### src/lprp_regs.vh
// constants for the line-port reset and power-down sequencer
`ifndef LPRP_REGS_VH
`define LPRP_REGS_VH

// ------------------------------------------------------------
// geometry
// ------------------------------------------------------------
`define LPRP_NPORTS          4
`define LPRP_PORT_W          2

// ------------------------------------------------------------
// timing (clk 50 MHz, 20 ns)
// ------------------------------------------------------------
`define LPRP_CLK_PERIOD_NS   20
`define LPRP_RESYNC_NS       130
// least time rounds up
`define LPRP_RESYNC_CYC      ((`LPRP_RESYNC_NS + `LPRP_CLK_PERIOD_NS - 1) / `LPRP_CLK_PERIOD_NS)
`define LPRP_ACT_HOLD_US     20
`define LPRP_ACT_HOLD_CYC    ((`LPRP_ACT_HOLD_US * 1000 + `LPRP_CLK_PERIOD_NS - 1) / `LPRP_CLK_PERIOD_NS)
`define LPRP_SYNC_CYC        8
`define LPRP_MCLK_LOCK_CYC   16
`define LPRP_CNT_W           10

// ------------------------------------------------------------
// register map (word offsets = byte addresses)
// ------------------------------------------------------------
`define LPRP_ADDR_W          8
`define LPRP_OFF_PWR_CTRL    8'h00
`define LPRP_OFF_FUNC_CTRL   8'h04
`define LPRP_OFF_STATUS      8'h08
`define LPRP_OFF_PORT_CMD    8'h0C

// ------------------------------------------------------------
// fields and reset values
// ------------------------------------------------------------
`define LPRP_PWR_RST         4'h0
`define LPRP_FUNC_RST        8'h00
`define LPRP_RANGE_LSB       0
`define LPRP_LOOP_LSB        4
`define LPRP_CMD_PORT_LSB    0
`define LPRP_CMD_UP_BIT      2
`define LPRP_ST_INRESET_BIT  0
`define LPRP_ST_SYNCED_BIT   1
`define LPRP_ST_ACTOK_BIT    2
`define LPRP_ST_MCLKOUT_BIT  3
`define LPRP_ST_PWR_LSB      4

`endif

### src/lprp_seq.v
// line-port reset, power-on-reset and power-down sequencer top
//
// Notes on behaviour
// - reset pin low powers down every port
// - reset ignores tx data, rx data low
// - reset clears range and loop everywhere
// - reset fall: pll nominal, resync after 130ns
// - reset reinitialises control port and filter
// - reset settings held until high and synced
// - power-on-reset sets clock pin input, pll not reset
// - clock present: clock pin becomes output
// - powered-down port grounds adc bitstream
// - powered-down port grounds both driver outputs
// - power down switches off dc reference
// - power down clears range and loop
// - power down puts tx filter low-power
// - interface, pll, level detect keep running
// - control port works outside reset whenever select is one
`timescale 1ns/1ps
`include "lprp_regs.vh"
module lprp_seq (
    input  wire                    clk,
    input  wire                    rst,
    input  wire                    por,
    input  wire                    reset_input_pin,
    input  wire                    serial_tx_data_in,
    output reg                     serial_rx_data_out,
    input  wire                    rx_data_core,
    output wire                    tx_data_core,
    output wire                    tx_data_valid,
    input  wire                    crystal_input,
    input  wire                    pll_clock_ok,
    input  wire                    master_clock_pin_i,
    output reg                     master_clock_pin_o,
    output reg                     master_clock_pin_oe_n,
    output reg                     pll_reset,
    output reg                     pll_resync,
    output reg                     filter_reset,
    input  wire                    control_port_select,
    output wire                    serial_control_port_en,
    output reg                     serial_control_port_reset,
    input  wire                    level_detect_in,
    output reg                     level_detect_out,
    input  wire [`LPRP_ADDR_W-1:0] reg_addr,
    input  wire [31:0]             reg_wdata,
    input  wire                    reg_wr,
    input  wire                    reg_rd,
    output reg  [31:0]             reg_rdata,
    input  wire [3:0]              adc_bit_in,
    input  wire [3:0]              drv_a_in,
    input  wire [3:0]              drv_b_in,
    output wire [3:0]              adc_bitstream_out,
    output wire [3:0]              line_driver_a_out,
    output wire [3:0]              line_driver_b_out,
    output wire [3:0]              dc_ref_en,
    output wire [3:0]              range_en,
    output wire [3:0]              loop_en,
    output wire [3:0]              tx_filter_lowpwr,
    output wire                    activation_ok
);
    // ------------------------------------------------------------
    // pin synchronisers
    // ------------------------------------------------------------
    wire res_pin_s;
    wire sdx_s;
    wire scs_s;
    wire xtal_s;
    wire pll_ok_s;

    lprp_sync2 #(.INIT(1'b1)) u_sync_res (
        .clk (clk), .rst (rst), .d (reset_input_pin), .q (res_pin_s)
    );
    lprp_sync2 #(.INIT(1'b0)) u_sync_sdx (
        .clk (clk), .rst (rst), .d (serial_tx_data_in), .q (sdx_s)
    );
    lprp_sync2 #(.INIT(1'b0)) u_sync_scs (
        .clk (clk), .rst (rst), .d (control_port_select), .q (scs_s)
    );
    lprp_sync2 #(.INIT(1'b0)) u_sync_xtal (
        .clk (clk), .rst (rst), .d (crystal_input), .q (xtal_s)
    );
    lprp_sync2 #(.INIT(1'b0)) u_sync_pll (
        .clk (clk), .rst (rst), .d (pll_clock_ok), .q (pll_ok_s)
    );

    // ------------------------------------------------------------
    // reset pin edge and sequencing state
    // ------------------------------------------------------------
    localparam ST_RUN    = 2'b00;
    localparam ST_RESET  = 2'b01;
    localparam ST_RESYNC = 2'b10;
    localparam ST_SYNC   = 2'b11;

    reg  [1:0]             state_r;
    reg  [1:0]             state_nxt;
    reg                    res_d_r;
    reg  [`LPRP_CNT_W-1:0] cnt_r;
    reg  [`LPRP_CNT_W-1:0] cnt_nxt;
    reg  [14:0]            act_cnt_r;
    reg                    act_ok_r;
    wire                   res_fall;
    wire                   in_reset;

    assign res_fall = res_d_r & ~res_pin_s;
    assign in_reset = (state_r != ST_RUN);

    always @* begin
        state_nxt = state_r;
        cnt_nxt   = cnt_r;
        case (state_r)
            ST_RUN: begin
                if (!res_pin_s) begin
                    state_nxt = ST_RESET;
                    cnt_nxt   = {`LPRP_CNT_W{1'b0}};
                end
            end
            ST_RESET: begin
                // pll resync delay counted from the falling edge
                if (cnt_r < `LPRP_RESYNC_CYC) begin
                    cnt_nxt = cnt_r + 1'b1;
                end
                if (res_pin_s && cnt_r >= `LPRP_RESYNC_CYC) begin
                    state_nxt = ST_SYNC;
                    cnt_nxt   = {`LPRP_CNT_W{1'b0}};
                end
            end
            ST_SYNC: begin
                // digital interface must resync before settings release
                if (!res_pin_s) begin
                    state_nxt = ST_RESET;
                    cnt_nxt   = {`LPRP_CNT_W{1'b0}};
                end else if (cnt_r >= `LPRP_SYNC_CYC - 1) begin
                    state_nxt = ST_RUN;
                end else begin
                    cnt_nxt = cnt_r + 1'b1;
                end
            end
            default: begin
                state_nxt = ST_RESET;
                cnt_nxt   = {`LPRP_CNT_W{1'b0}};
            end
        endcase
    end

    always @(posedge clk) begin
        if (rst) begin
            state_r    <= ST_RESET;
            cnt_r      <= {`LPRP_CNT_W{1'b0}};
            res_d_r    <= 1'b1;
            pll_reset  <= 1'b1;
            pll_resync <= 1'b0;
        end else begin
            state_r    <= state_nxt;
            cnt_r      <= cnt_nxt;
            res_d_r    <= res_pin_s;
            pll_reset  <= res_fall;
            pll_resync <= (state_r == ST_RESET) && (cnt_r == `LPRP_RESYNC_CYC - 1);
        end
    end

    // controller-side guard: 20 us after the reset pin rises
    always @(posedge clk) begin
        if (rst) begin
            act_cnt_r <= 15'h0000;
            act_ok_r  <= 1'b0;
        end else if (!res_pin_s) begin
            act_cnt_r <= 15'h0000;
            act_ok_r  <= 1'b0;
        end else if (act_cnt_r >= `LPRP_ACT_HOLD_CYC - 1) begin
            act_ok_r  <= 1'b1;
        end else begin
            act_cnt_r <= act_cnt_r + 1'b1;
        end
    end
    assign activation_ok = act_ok_r;

    // ------------------------------------------------------------
    // serial data, control port, filter, level detect
    // ------------------------------------------------------------
    assign tx_data_core  = in_reset ? 1'b0 : sdx_s;
    assign tx_data_valid = ~in_reset;
    // select high keeps control port alive regardless of power down
    assign serial_control_port_en = scs_s;

    always @(posedge clk) begin
        if (rst) begin
            serial_rx_data_out        <= 1'b0;
            serial_control_port_reset <= 1'b1;
            filter_reset              <= 1'b1;
            level_detect_out          <= 1'b0;
        end else begin
            serial_rx_data_out        <= in_reset ? 1'b0 : rx_data_core;
            serial_control_port_reset <= in_reset;
            filter_reset              <= in_reset;
            level_detect_out          <= level_detect_in;
        end
    end

    // ------------------------------------------------------------
    // power-on-reset and master clock pin direction
    // ------------------------------------------------------------
    reg [4:0] lock_cnt_r;

    always @(posedge clk) begin
        if (rst || por) begin
            lock_cnt_r            <= 5'h00;
            master_clock_pin_oe_n <= 1'b1;
            master_clock_pin_o    <= 1'b0;
        end else begin
            if (!master_clock_pin_oe_n) begin
                master_clock_pin_o <= ~master_clock_pin_o;
            end
            // either pll or external crystal counts as a clock source
            if (pll_ok_s || xtal_s) begin
                if (lock_cnt_r >= `LPRP_MCLK_LOCK_CYC - 1) begin
                    master_clock_pin_oe_n <= 1'b0;
                end else begin
                    lock_cnt_r <= lock_cnt_r + 1'b1;
                end
            end
        end
    end

    // ------------------------------------------------------------
    // registers
    // ------------------------------------------------------------
    reg [3:0] pwr_r;
    reg [7:0] func_r;

    function [3:0] port_mask;
        input [1:0] idx;
        begin
            port_mask = 4'h1 << idx;
        end
    endfunction

    always @(posedge clk) begin
        if (rst) begin
            pwr_r  <= `LPRP_PWR_RST;
            func_r <= `LPRP_FUNC_RST;
        end else if (in_reset) begin
            pwr_r  <= `LPRP_PWR_RST;
            func_r <= `LPRP_FUNC_RST;
        end else if (reg_wr) begin
            if (reg_addr == `LPRP_OFF_PWR_CTRL) begin
                pwr_r <= reg_wdata[3:0];
            end else if (reg_addr == `LPRP_OFF_FUNC_CTRL) begin
                func_r <= reg_wdata[7:0];
            end else if (reg_addr == `LPRP_OFF_PORT_CMD) begin
                if (reg_wdata[`LPRP_CMD_UP_BIT]) begin
                    pwr_r <= pwr_r | port_mask(reg_wdata[1:0]);
                end else begin
                    pwr_r <= pwr_r & ~port_mask(reg_wdata[1:0]);
                end
            end
        end
    end

    always @(posedge clk) begin
        if (rst) begin
            reg_rdata <= 32'h0000_0000;
        end else if (reg_rd) begin
            if (reg_addr == `LPRP_OFF_PWR_CTRL) begin
                reg_rdata <= {28'h000_0000, pwr_r};
            end else if (reg_addr == `LPRP_OFF_FUNC_CTRL) begin
                reg_rdata <= {24'h00_0000, func_r};
            end else if (reg_addr == `LPRP_OFF_STATUS) begin
                reg_rdata <= {24'h00_0000, pwr_r, ~master_clock_pin_oe_n,
                              act_ok_r, (state_r == ST_RUN), in_reset};
            end else begin
                reg_rdata <= 32'h0000_0000;
            end
        end else begin
            reg_rdata <= 32'h0000_0000;
        end
    end

    // ------------------------------------------------------------
    // per-port gating
    // ------------------------------------------------------------
    genvar gi;
    generate
        for (gi = 0; gi < `LPRP_NPORTS; gi = gi + 1) begin : g_port
            lprp_port_ctrl u_port (
                .clk               (clk),
                .rst               (rst),
                .power_up          (pwr_r[gi] & ~in_reset),
                .range_req         (func_r[`LPRP_RANGE_LSB + gi]),
                .loop_req          (func_r[`LPRP_LOOP_LSB + gi]),
                .adc_bit_in        (adc_bit_in[gi]),
                .drv_a_in          (drv_a_in[gi]),
                .drv_b_in          (drv_b_in[gi]),
                .adc_bitstream_out (adc_bitstream_out[gi]),
                .line_driver_a_out (line_driver_a_out[gi]),
                .line_driver_b_out (line_driver_b_out[gi]),
                .dc_ref_en         (dc_ref_en[gi]),
                .range_en          (range_en[gi]),
                .loop_en           (loop_en[gi]),
                .tx_filter_lowpwr  (tx_filter_lowpwr[gi])
            );
        end
    endgenerate
endmodule // lprp_seq

### src/lprp_sync2.v
// two flip-flop synchroniser for a single level
`timescale 1ns/1ps
module lprp_sync2 #(
    parameter INIT = 1'b0
) (
    input  wire clk,
    input  wire rst,
    input  wire d,
    output wire q
);
    reg meta_r;
    reg sync_r;

    always @(posedge clk) begin
        if (rst) begin
            meta_r <= INIT;
            sync_r <= INIT;
        end else begin
            meta_r <= d;
            sync_r <= meta_r;
        end
    end

    assign q = sync_r;
endmodule // lprp_sync2

### src/lprp_port_ctrl.v
// per line-port power-down gating of analog-side outputs
`timescale 1ns/1ps
module lprp_port_ctrl (
    input  wire clk,
    input  wire rst,
    input  wire power_up,
    input  wire range_req,
    input  wire loop_req,
    input  wire adc_bit_in,
    input  wire drv_a_in,
    input  wire drv_b_in,
    output reg  adc_bitstream_out,
    output reg  line_driver_a_out,
    output reg  line_driver_b_out,
    output reg  dc_ref_en,
    output reg  range_en,
    output reg  loop_en,
    output reg  tx_filter_lowpwr
);
    always @(posedge clk) begin
        if (rst) begin
            adc_bitstream_out <= 1'b0;
            line_driver_a_out <= 1'b0;
            line_driver_b_out <= 1'b0;
            dc_ref_en         <= 1'b0;
            range_en          <= 1'b0;
            loop_en           <= 1'b0;
            tx_filter_lowpwr  <= 1'b1;
        end else begin
            adc_bitstream_out <= power_up & adc_bit_in;
            line_driver_a_out <= power_up & drv_a_in;
            line_driver_b_out <= power_up & drv_b_in;
            dc_ref_en         <= power_up;
            range_en          <= power_up & range_req;
            loop_en           <= power_up & loop_req;
            tx_filter_lowpwr  <= ~power_up;
        end
    end
endmodule // lprp_port_ctrl

### config.mk
export PLATFORM = sky130hd
export DESIGN_NAME = lprp_seq
export DESIGN_NICKNAME = d
export VERILOG_FILES = /design/src/lprp_seq.v /design/src/lprp_sync2.v /design/src/lprp_port_ctrl.v
export VERILOG_INCLUDE_DIRS = /design/src
export SDC_FILE = /design/constraint.sdc
export NUM_CORES = 1
export LEC_CHECK = 0
export ABC_AREA = 1
export BUFFER_PORTS_ARGS = -buffer_cell sky130_fd_sc_hd__buf_2
export CAP_MARGIN = 20
export CELL_PAD_IN_SITES_DETAIL_PLACEMENT = 1
export CELL_PAD_IN_SITES_GLOBAL_PLACEMENT = 1
export CORE_MARGIN = 10
export CORE_UTILIZATION = 35
export DETAILED_ROUTE_END_ITERATION = 8
export PLACE_DENSITY_LB_ADDON = 0.08
export SYNTH_ARGS = -nofsm -noshare
export SYNTH_HDL_FRONTEND = slang
export SYNTH_SLANG_ARGS = --single-unit
### constraint.sdc
create_clock -name clk -period 3 [get_ports clk]
set_clock_uncertainty 0.1 [all_clocks]
set_input_delay 0.3 -clock clk [delete_from_list [all_inputs] [get_ports clk]]
set_output_delay 0.3 -clock clk [all_outputs]
set_load 0.02 [all_outputs]
==> impl_metrics.env, run 1 <==
export IMPL_cp_max_fo=5
export IMPL_grt_pass1_vias=3462
export IMPL_diodes=0
export IMPL_grt_pass1_wl_um=16070
export IMPL_synth_area_leaders="dfxtp_1, buf_4, inv_1"
export IMPL_dp_slack_ns=1.265
export IMPL_yosysWarnings=0
export IMPL_clockBufferDepth=2
export IMPL_synthArstFlopShare_pct=0
export IMPL_max_vdd_ir_drop_mv=0.3009
export IMPL_drc=0
export IMPL_synth_area_um2=4244
export IMPL_yosysTopAreaCell="dfxtp_1"
export IMPL_coreArea_um2=11960
export IMPL_overflow=0
export IMPL_ios=137
export IMPL_powerDensity_nw_per_um2=532.7
export IMPL_n_fill_cell=1492
export IMPL_setup_worst_path_class="reg -> out"
export IMPL_cts_buffers=9
export IMPL_worstSetupStartpointType="register"
export IMPL_num_rows=40
export IMPL_drv_slew=0
export IMPL_ant_nets=0
export IMPL_setup_viol=0
export IMPL_cts_hold_buf=0
export IMPL_rsz0062_at_grt="no"
export IMPL_ff_latch_area_um2=1982
export IMPL_cp_slowest_cell="dfxtp_1"
export IMPL_synth_seq_area_share_pct=46.70
export IMPL_max_freq_ghz=0.5942
export IMPL_holdCritPathClass="in -> reg"
export IMPL_cts_resized=0
export IMPL_synth_edff_count=0
export IMPL_die_y_um=130.1
export IMPL_grt_max_degree=26
export IMPL_gp_congestion=0.7302
export IMPL_first_iter_violations=116
export IMPL_syn_to_final_growth_pct=12.47
export IMPL_critPathArrivalTime_ns=1.28
export IMPL_drt_pass1_iter_count=4
export IMPL_numClockSinks=99
export IMPL_path_cells="nor2_4 > inv_2 > nor2_1 > buf_2"
export IMPL_synth_common_cells="dfxtp_1, inv_1, nor2_1, nand2_1, buf_4"
export IMPL_vias_per_cell=4.311
export IMPL_syn_avg_cell_area_um2=7.978
export IMPL_post_cts_buffers=0
export IMPL_min_period_ns=1.683
export IMPL_endpoint_kind="primary output"
export IMPL_clk_latency_ns=0.35
export IMPL_wl_um=9714
export IMPL_dp_hpwl_um=7560
export IMPL_multi_input_area_um2=1530
export IMPL_netlist_instances=532
export IMPL_port_buffers=87
export IMPL_htreeDepth=3
export IMPL_drive_gt1_share_pct=26.42
export IMPL_vias=3212
export IMPL_synth_flop_cell="dfxtp_1"
export IMPL_slowest_delay_ns=0.38
export IMPL_wl_per_cell_um=13.04
export IMPL_die_x_um=130.1
export IMPL_clk_pin_slew_ns=0.07
export IMPL_synth_most_common_cell="dfxtp_1"
export IMPL_synth_top_area_share_pct=46.70
export IMPL_synth_seq_cells=99
export IMPL_final_hold_violation_count=0
export IMPL_dp_cells=729
export IMPL_finalNonFillerCells=745
export IMPL_finalSetupTns_ns=0
export IMPL_dieArea_um2=16930
export IMPL_antenna_found_initial=0
export IMPL_worst_slack_ns=1.317
export IMPL_synth_cell_types=38
export IMPL_grt_usage_pct=11.95
export IMPL_status="completed"
export IMPL_p_leak_nw=2.189
export IMPL_drv_cap=0
export IMPL_start_util_pct=35.48
export IMPL_cts_tree="built"
export IMPL_cts_root_buf="clkbuf_16"
export IMPL_layout_nets=663
export IMPL_worst_ep_required_time_ns=2.60
export IMPL_finalCritPeriodShare_pct=56.10
-- layout make-up --
type                       count  share of cell area [%]
sequential                    99                   41.52
multi-input combinational    297                   32.06
timing repair buffer          87                   9.122
inverter                      99                   7.785
clock buffer                  10                   4.797
tap                          147                   3.853
clock inverter                 6                  0.8650
-- worst max-delay path: cells and delay by family, from the launching register on --
family / cells / cell delay [ns]
DFF: 1 / 0.38
buffers and inverters: 2 / 0.26
and+or+nand+nor: 2 / 0.29
-- state kept, by name, summed over array words and instances, names as in the netlist, 2 cells and up, named ones only --
| register | flops |
|---|---|
| act_cnt_r | 15 |
| lock_cnt_r | 5 |
| state_r | 2 |
| reg_rdata | 8 |
| g_port.u_port.tx_filter_lowpwr | 4 |
| func_r | 8 |
| g_port.u_port.line_driver_b_out | 4 |
| g_port.u_port.line_driver_a_out | 4 |
| g_port.u_port.dc_ref_en | 4 |
| g_port.u_port.range_en | 4 |
| g_port.u_port.loop_en | 4 |
| g_port.u_port.adc_bitstream_out | 4 |
| cnt_r | 10 |
-- final timing paths --
path,slack [ns],depth (start not counted),end,startpoint
min reg2reg,0.31,2,u_sync_pll.q$_SDFF_PP0_,u_sync_pll.meta_r$_SDFF_PP0_
min,0.03,2,lock_cnt_r[3]$_SDFFE_PP0P_,por
max,1.32,4,tx_data_core,state_r[0]$_SDFFE_PP1P_
max reg2reg,1.38,9,act_cnt_r[5]$_SDFFE_PP0N_,act_cnt_r[0]$_SDFFE_PP0N_
-- report_power, final --
part,total [mW],internal [mW],leakage (nW),switching [mW]
combinational,0.145,0.0462,1.26,0.0987
sequential,1.34,1.33,0.802,0.0103
clock,1.06,0.562,0.125,0.495
-- cells in the final DEF, fill, tap and decap left out, types with 5 or more instances in the layout --
master,count
nor2_4,6
inv_2,16
a21oi_1,26
dfxtp_1,99
o21ai_0,8
nand3_2,6
o21ai_1,20
clkbuf_16,9
nand3_1,9
nor2_1,72
inv_1,82
buf_2,87
conb_1,24
nor3_1,8
nand2_1,71
nand4_1,5
ha_1,5
a21oi_2,5
nor2_2,9
-- stage by stage --
step / util [%] / hold slack, ns / cell area, um^2 / power, mW
2_1_floorplan: - / 0.2768 / 4330 / 1.490
3_3_place_gp: 37.65 / 0.2924 / 4503 / 1.513
3_5_place_dp: 37.65 / 0.2966 / 4503 / 1.517
4_1_cts: 39.91 / 0.006609 / 4773 / 2.589
5_1_grt: 39.91 / 0.02187 / 4773 / 2.662
6_report: 39.91 / 0.02532 / 4773 / 2.543
-- routing by layer --
| metal | wire length, um | share of wire, % | up-vias | track usage [%] |
|---|---|---|---|---|
| li1 | - | - | 1668 | - |
| met2 | 4787 | 49 | 58 | 20.62 |
| met5 | 0 | 0 | - | 0 |
| met1 | 4167 | 43 | 1474 | 13.34 |
| met3 | 594 | 6.1 | 12 | 3.570 |
| met4 | 165 | 1.7 | 0 | 5.159 |
-- cell families (layout without fill, tap and decap cells) --
group	after synthesis	in the layout	share of synthesized area, %
buf+inv	159	202	19.28
xor+xnor	3	3	0.6192
other cells	1	24	0.08836
flops	99	99	46.70
simple gates	199	199	23.08
compound gates	66	66	8.756
fa+ha+maj	5	5	1.474
No activity file was read; power rests on OpenSTA's default activity.
==> run 2, diff against run 1 <==
--- a/config.mk
+++ b/config.mk
@@ -6,13 +6,13 @@
 export SDC_FILE = /design/constraint.sdc
 export NUM_CORES = 1
 export LEC_CHECK = 0
-export ABC_AREA = 1
+export ABC_AREA = 0
 export BUFFER_PORTS_ARGS = -buffer_cell sky130_fd_sc_hd__buf_2
 export CAP_MARGIN = 20
 export CELL_PAD_IN_SITES_DETAIL_PLACEMENT = 1
 export CELL_PAD_IN_SITES_GLOBAL_PLACEMENT = 1
 export CORE_MARGIN = 10
-export CORE_UTILIZATION = 35
+export CORE_UTILIZATION = 33
 export DETAILED_ROUTE_END_ITERATION = 8
 export PLACE_DENSITY_LB_ADDON = 0.08
 export SYNTH_ARGS = -nofsm -noshare
==> constraint.sdc (replaced) <==
create_clock -name clk -period 1.5 [get_ports clk]
set_clock_uncertainty 0.1 [all_clocks]
set_input_delay 0.15 -clock clk [delete_from_list [all_inputs] [get_ports clk]]
set_output_delay 0.15 -clock clk [all_outputs]
set_load 0.02 [all_outputs]
==> run 2 against run 1 <==
  * The run now ends with negative setup slack left
  * Via count increased by 5.6%
  * Clock-buffer cell count increased by 3
  * Worst hold slack improved by 0.0058 ns
  * Critical path type is now reg -> reg
  * Critical endpoint is now act_cnt_r[2]$_SDFFE_PP0N_
  * Largest cell class unchanged
==> impl_metrics.env, run 2 <==
export IMPL_status="finished, violations left"
export IMPL_violations="negative setup slack"
export IMPL_n_fill_cell=1383
export IMPL_syn_avg_cell_area_um2=9.507
export IMPL_overflow=0
export IMPL_worst_slack_ns=-0.5991
export IMPL_final_hold_violation_count=0
export IMPL_port_buffers=87
export IMPL_clk_pin_slew_ns=0.07
export IMPL_synth_cell_types=52
export IMPL_synth_area_leaders="dfxtp_1, buf_4, and3_1"
export IMPL_setup_viol=21
export IMPL_drt_pass1_iter_count=4
export IMPL_synth_area_um2=4021
export IMPL_yosysWarnings=0
export IMPL_coreArea_um2=11960
export IMPL_drc=0
export IMPL_r2r_start="act_cnt_r[12]$_SDFFE_PP0N_"
export IMPL_slowest_delay_ns=0.53
export IMPL_critPathArrivalTime_ns=2.29
export IMPL_numClockSinks=99
export IMPL_cp_top_family="simple AND/OR/NAND/NOR gates"
export IMPL_netlist_instances=423
export IMPL_yosysTopAreaCell="dfxtp_1"
export IMPL_clk_latency_ns=0.35
export IMPL_p_int_mw=4.213
export IMPL_gp_congestion=0.8060
export IMPL_cp_depth=6
export IMPL_rr_endpoint="act_cnt_r[2]$_SDFFE_PP0N_"
export IMPL_dieArea_um2=17000
export IMPL_vias=3393
export IMPL_wl_per_cell_um=15.62
export IMPL_synth_seq_cells=99
export IMPL_num_rows=40
export IMPL_swShare_pct=22.61
export IMPL_cp_max_fo=4
export IMPL_multi_input_area_um2=1918
export IMPL_largest_register="act_cnt_r"
export IMPL_cts_buffers=9
export IMPL_synth_common_cells="dfxtp_1, buf_4, nor2_1, and3_1, nand2_1"
export IMPL_first_iter_violations=112
export IMPL_cts_tree="built"
export IMPL_hold_slack_ns=0.03108
export IMPL_max_freq_ghz=0.4764
export IMPL_synth_most_common_cell="dfxtp_1"
export IMPL_drv_slew=0
export IMPL_endpoint_kind="register"
export IMPL_cp_buffers_inverters=2
export IMPL_rsz0062_at_grt="yes"
export IMPL_setup_worst_path_class="reg -> reg"
export IMPL_vias_per_cell=4.635
export IMPL_die_y_um=130.4
export IMPL_final_common_cell="dfxtp_1"
export IMPL_start_util_pct=33.62
export IMPL_die_x_um=130.4
export IMPL_r2r_slack_ns=-0.60
export IMPL_dp_hpwl_um=8196
export IMPL_antenna_found_initial=0
export IMPL_grt_use_met3_pct=3.989
export IMPL_grt_pass1_vias=3442
export IMPL_htreeDepth=3
export IMPL_worstSetupStartpointType="register"
export IMPL_drv_cap=0
export IMPL_synthArstFlopShare_pct=0
export IMPL_largest_reg_flops=15
export IMPL_p_switching_mw=1.231
export IMPL_crit_end="act_cnt_r[2]$_SDFFE_PP0N_"
export IMPL_p_leak_nw=2.623
export IMPL_layout_nets=650
export IMPL_grt_met1_usage_pct=15.30
export IMPL_ff2ff_path_depth=6
export IMPL_grt_max_degree=16
export IMPL_busiest_layer="met2"
export IMPL_synth_flop_cell="dfxtp_1"
export IMPL_worst_ep_required_time_ns=1.69
export IMPL_clockBufferDepth=2
export IMPL_wl_um=11440
export IMPL_synth_seq_area_share_pct=49.28
export IMPL_grt_usage_pct=13.21
export IMPL_p_seq_share_pct=49.3
export IMPL_cp_slowest_cell="or4_4"
export IMPL_reg_largest_list="act_cnt_r x15, cnt_r x10"
export IMPL_ant_nets=0
export IMPL_holdCritPathClass="in -> reg"
export IMPL_grtUsageMet2_pct=22.27
export IMPL_drive_gt1_share_pct=38.80
export IMPL_cts_root_buf="clkbuf_16"
export IMPL_diodes=0
export IMPL_max_vdd_ir_drop_mv=0.5081
export IMPL_min_period_ns=2.099
export IMPL_final_cell_mix="dfxtp_1, buf_2, buf_4, nor2_1, dlygate4sd3_1"
export IMPL_powerDensity_nw_per_um2=947.7
export IMPL_finalCritPeriodShare_pct=139.9
export IMPL_ff_latch_area_um2=1991
export IMPL_p_clk_share_pct=42.8
export IMPL_combinationalPowerShare_pct=7.9
export IMPL_syn_to_final_growth_pct=42.84
export IMPL_crit_top_cell="or4_4"
export IMPL_dp_slack_ns=-0.5666
export IMPL_ios=137
export IMPL_grt_pass1_wl_um=17660
export IMPL_synth_top_area_share_pct=49.28
export IMPL_startpoint="act_cnt_r[12]$_SDFFE_PP0N_"
export IMPL_synth_edff_count=0
export IMPL_path_cells="or4_4 > buf_4 > buf_6 > or2_4 > or4_4 > a21oi_2"
-- run 2: cell types whose count changed after synthesis, moves of 9 or more --
| cell | previous run | this run |
|---|---|---|
| nor2_2 | 9 | 0 |
| and3_1 | 0 | 24 |
| inv_2 | 16 | 0 |
| clkbuf_1 | 0 | 12 |
| nor2_1 | 72 | 37 |
| mux2i_1 | 0 | 12 |
| inv_1 | 82 | 14 |
| o21ai_1 | 20 | 0 |
| nor2b_1 | 0 | 13 |
| and2_1 | 0 | 13 |
| nand2_1 | 71 | 15 |
| a21oi_1 | 26 | 13 |
-- run 2: worst reg2reg max path: cells and delay by family, from the launching register on --
| family | cells | cell delay (ns) |
|---|---|---|
| buffers and inverters | 2 | 0.25 |
| DFF | 1 | 0.32 |
| and+or+nand+nor | 3 | 1.25 |
| AOI/OAI and AO/OA | 1 | 0.12 |
-- run 2: cell families after synthesis --
group,count (synthesis),share of synthesized area [%]
xor gates and xnor gates,8,1.742
DFF,99,49.28
AOI/OAI and AO/OA,65,11.23
adders and majority gates,5,1.556
buffers and inverters,80,12.41
and+or+nand+nor,153,20.69
other,1,0.09325
muxes,12,2.987
-- run 2: how the worst min path moves through the flow --
stage,startpoint,to,cells past startpoint
after global routing,reg_wdata[0],register,3
final,reg_wdata[0],register,3
after global placement,reset_input_pin,u_sync_res.meta_r$_SDFF_PP1_,2
after detailed placement,reset_input_pin,u_sync_res.meta_r$_SDFF_PP1_,2
after CTS,reg_wdata[0],func_r[0]$_SDFFE_PP0P_,3
after floorplan,por,lock_cnt_r[0]$_SDFFE_PP0P_,1
-- run 2: area by class of cell --
| class | instances | area share (%) |
|---|---|---|
| sequential | 99 | 34.65 |
| multi-input combinational | 268 | 33.39 |
| timing repair buffer | 188 | 22.67 |
| clock buffer | 13 | 4.356 |
| tap | 147 | 3.202 |
| inverter | 14 | 0.9148 |
| clock inverter | 3 | 0.8059 |
-- run 2: power groups by stage --
| stage | Combinational [mW] | Clock (mW) | Sequential [mW] |
|---|---|---|---|
| floorplan | 0.235 | 0 | 2.75 |
| detailed placement | 0.344 | 0 | 2.74 |
| global route | 0.480 | 2.51 | 2.68 |
| CTS | 0.410 | 2.42 | 2.68 |
| global placement | 0.337 | 0 | 2.74 |
| finish | 0.432 | 2.33 | 2.68 |
-- run 2: per-stage QoR --
stage	total power, mW	instance area (um^2)	std cells	util, %	TNS [ns]
final	5.444	5744	732	48.02	-5.726
after floorplan	2.985	4205	446	-	-3.096
after global placement	3.077	4808	674	40.20	-5.098
after global routing	5.669	5744	732	48.02	-8.161
after CTS	5.513	5554	723	46.43	-4.858
after detailed placement	3.084	4808	674	40.20	-5.698
-- run 2: repair_timing --
item                                   4_1_cts  5_1_grt
cloned                                       1        0
pin swaps                                   14       14
setup endpoints to repair                   28       38
hold buffers                                26        0
setup buffers                                6        9
resized for setup                           27       27
endpoints found under the hold margin       31        0
-- run 2: per-layer routing --
layer	vias to the layer above	share of wire (%)
met5	-	0
met4	0	1.8
met3	14	6.0
met2	72	50
met1	1606	42
li1	1701	-
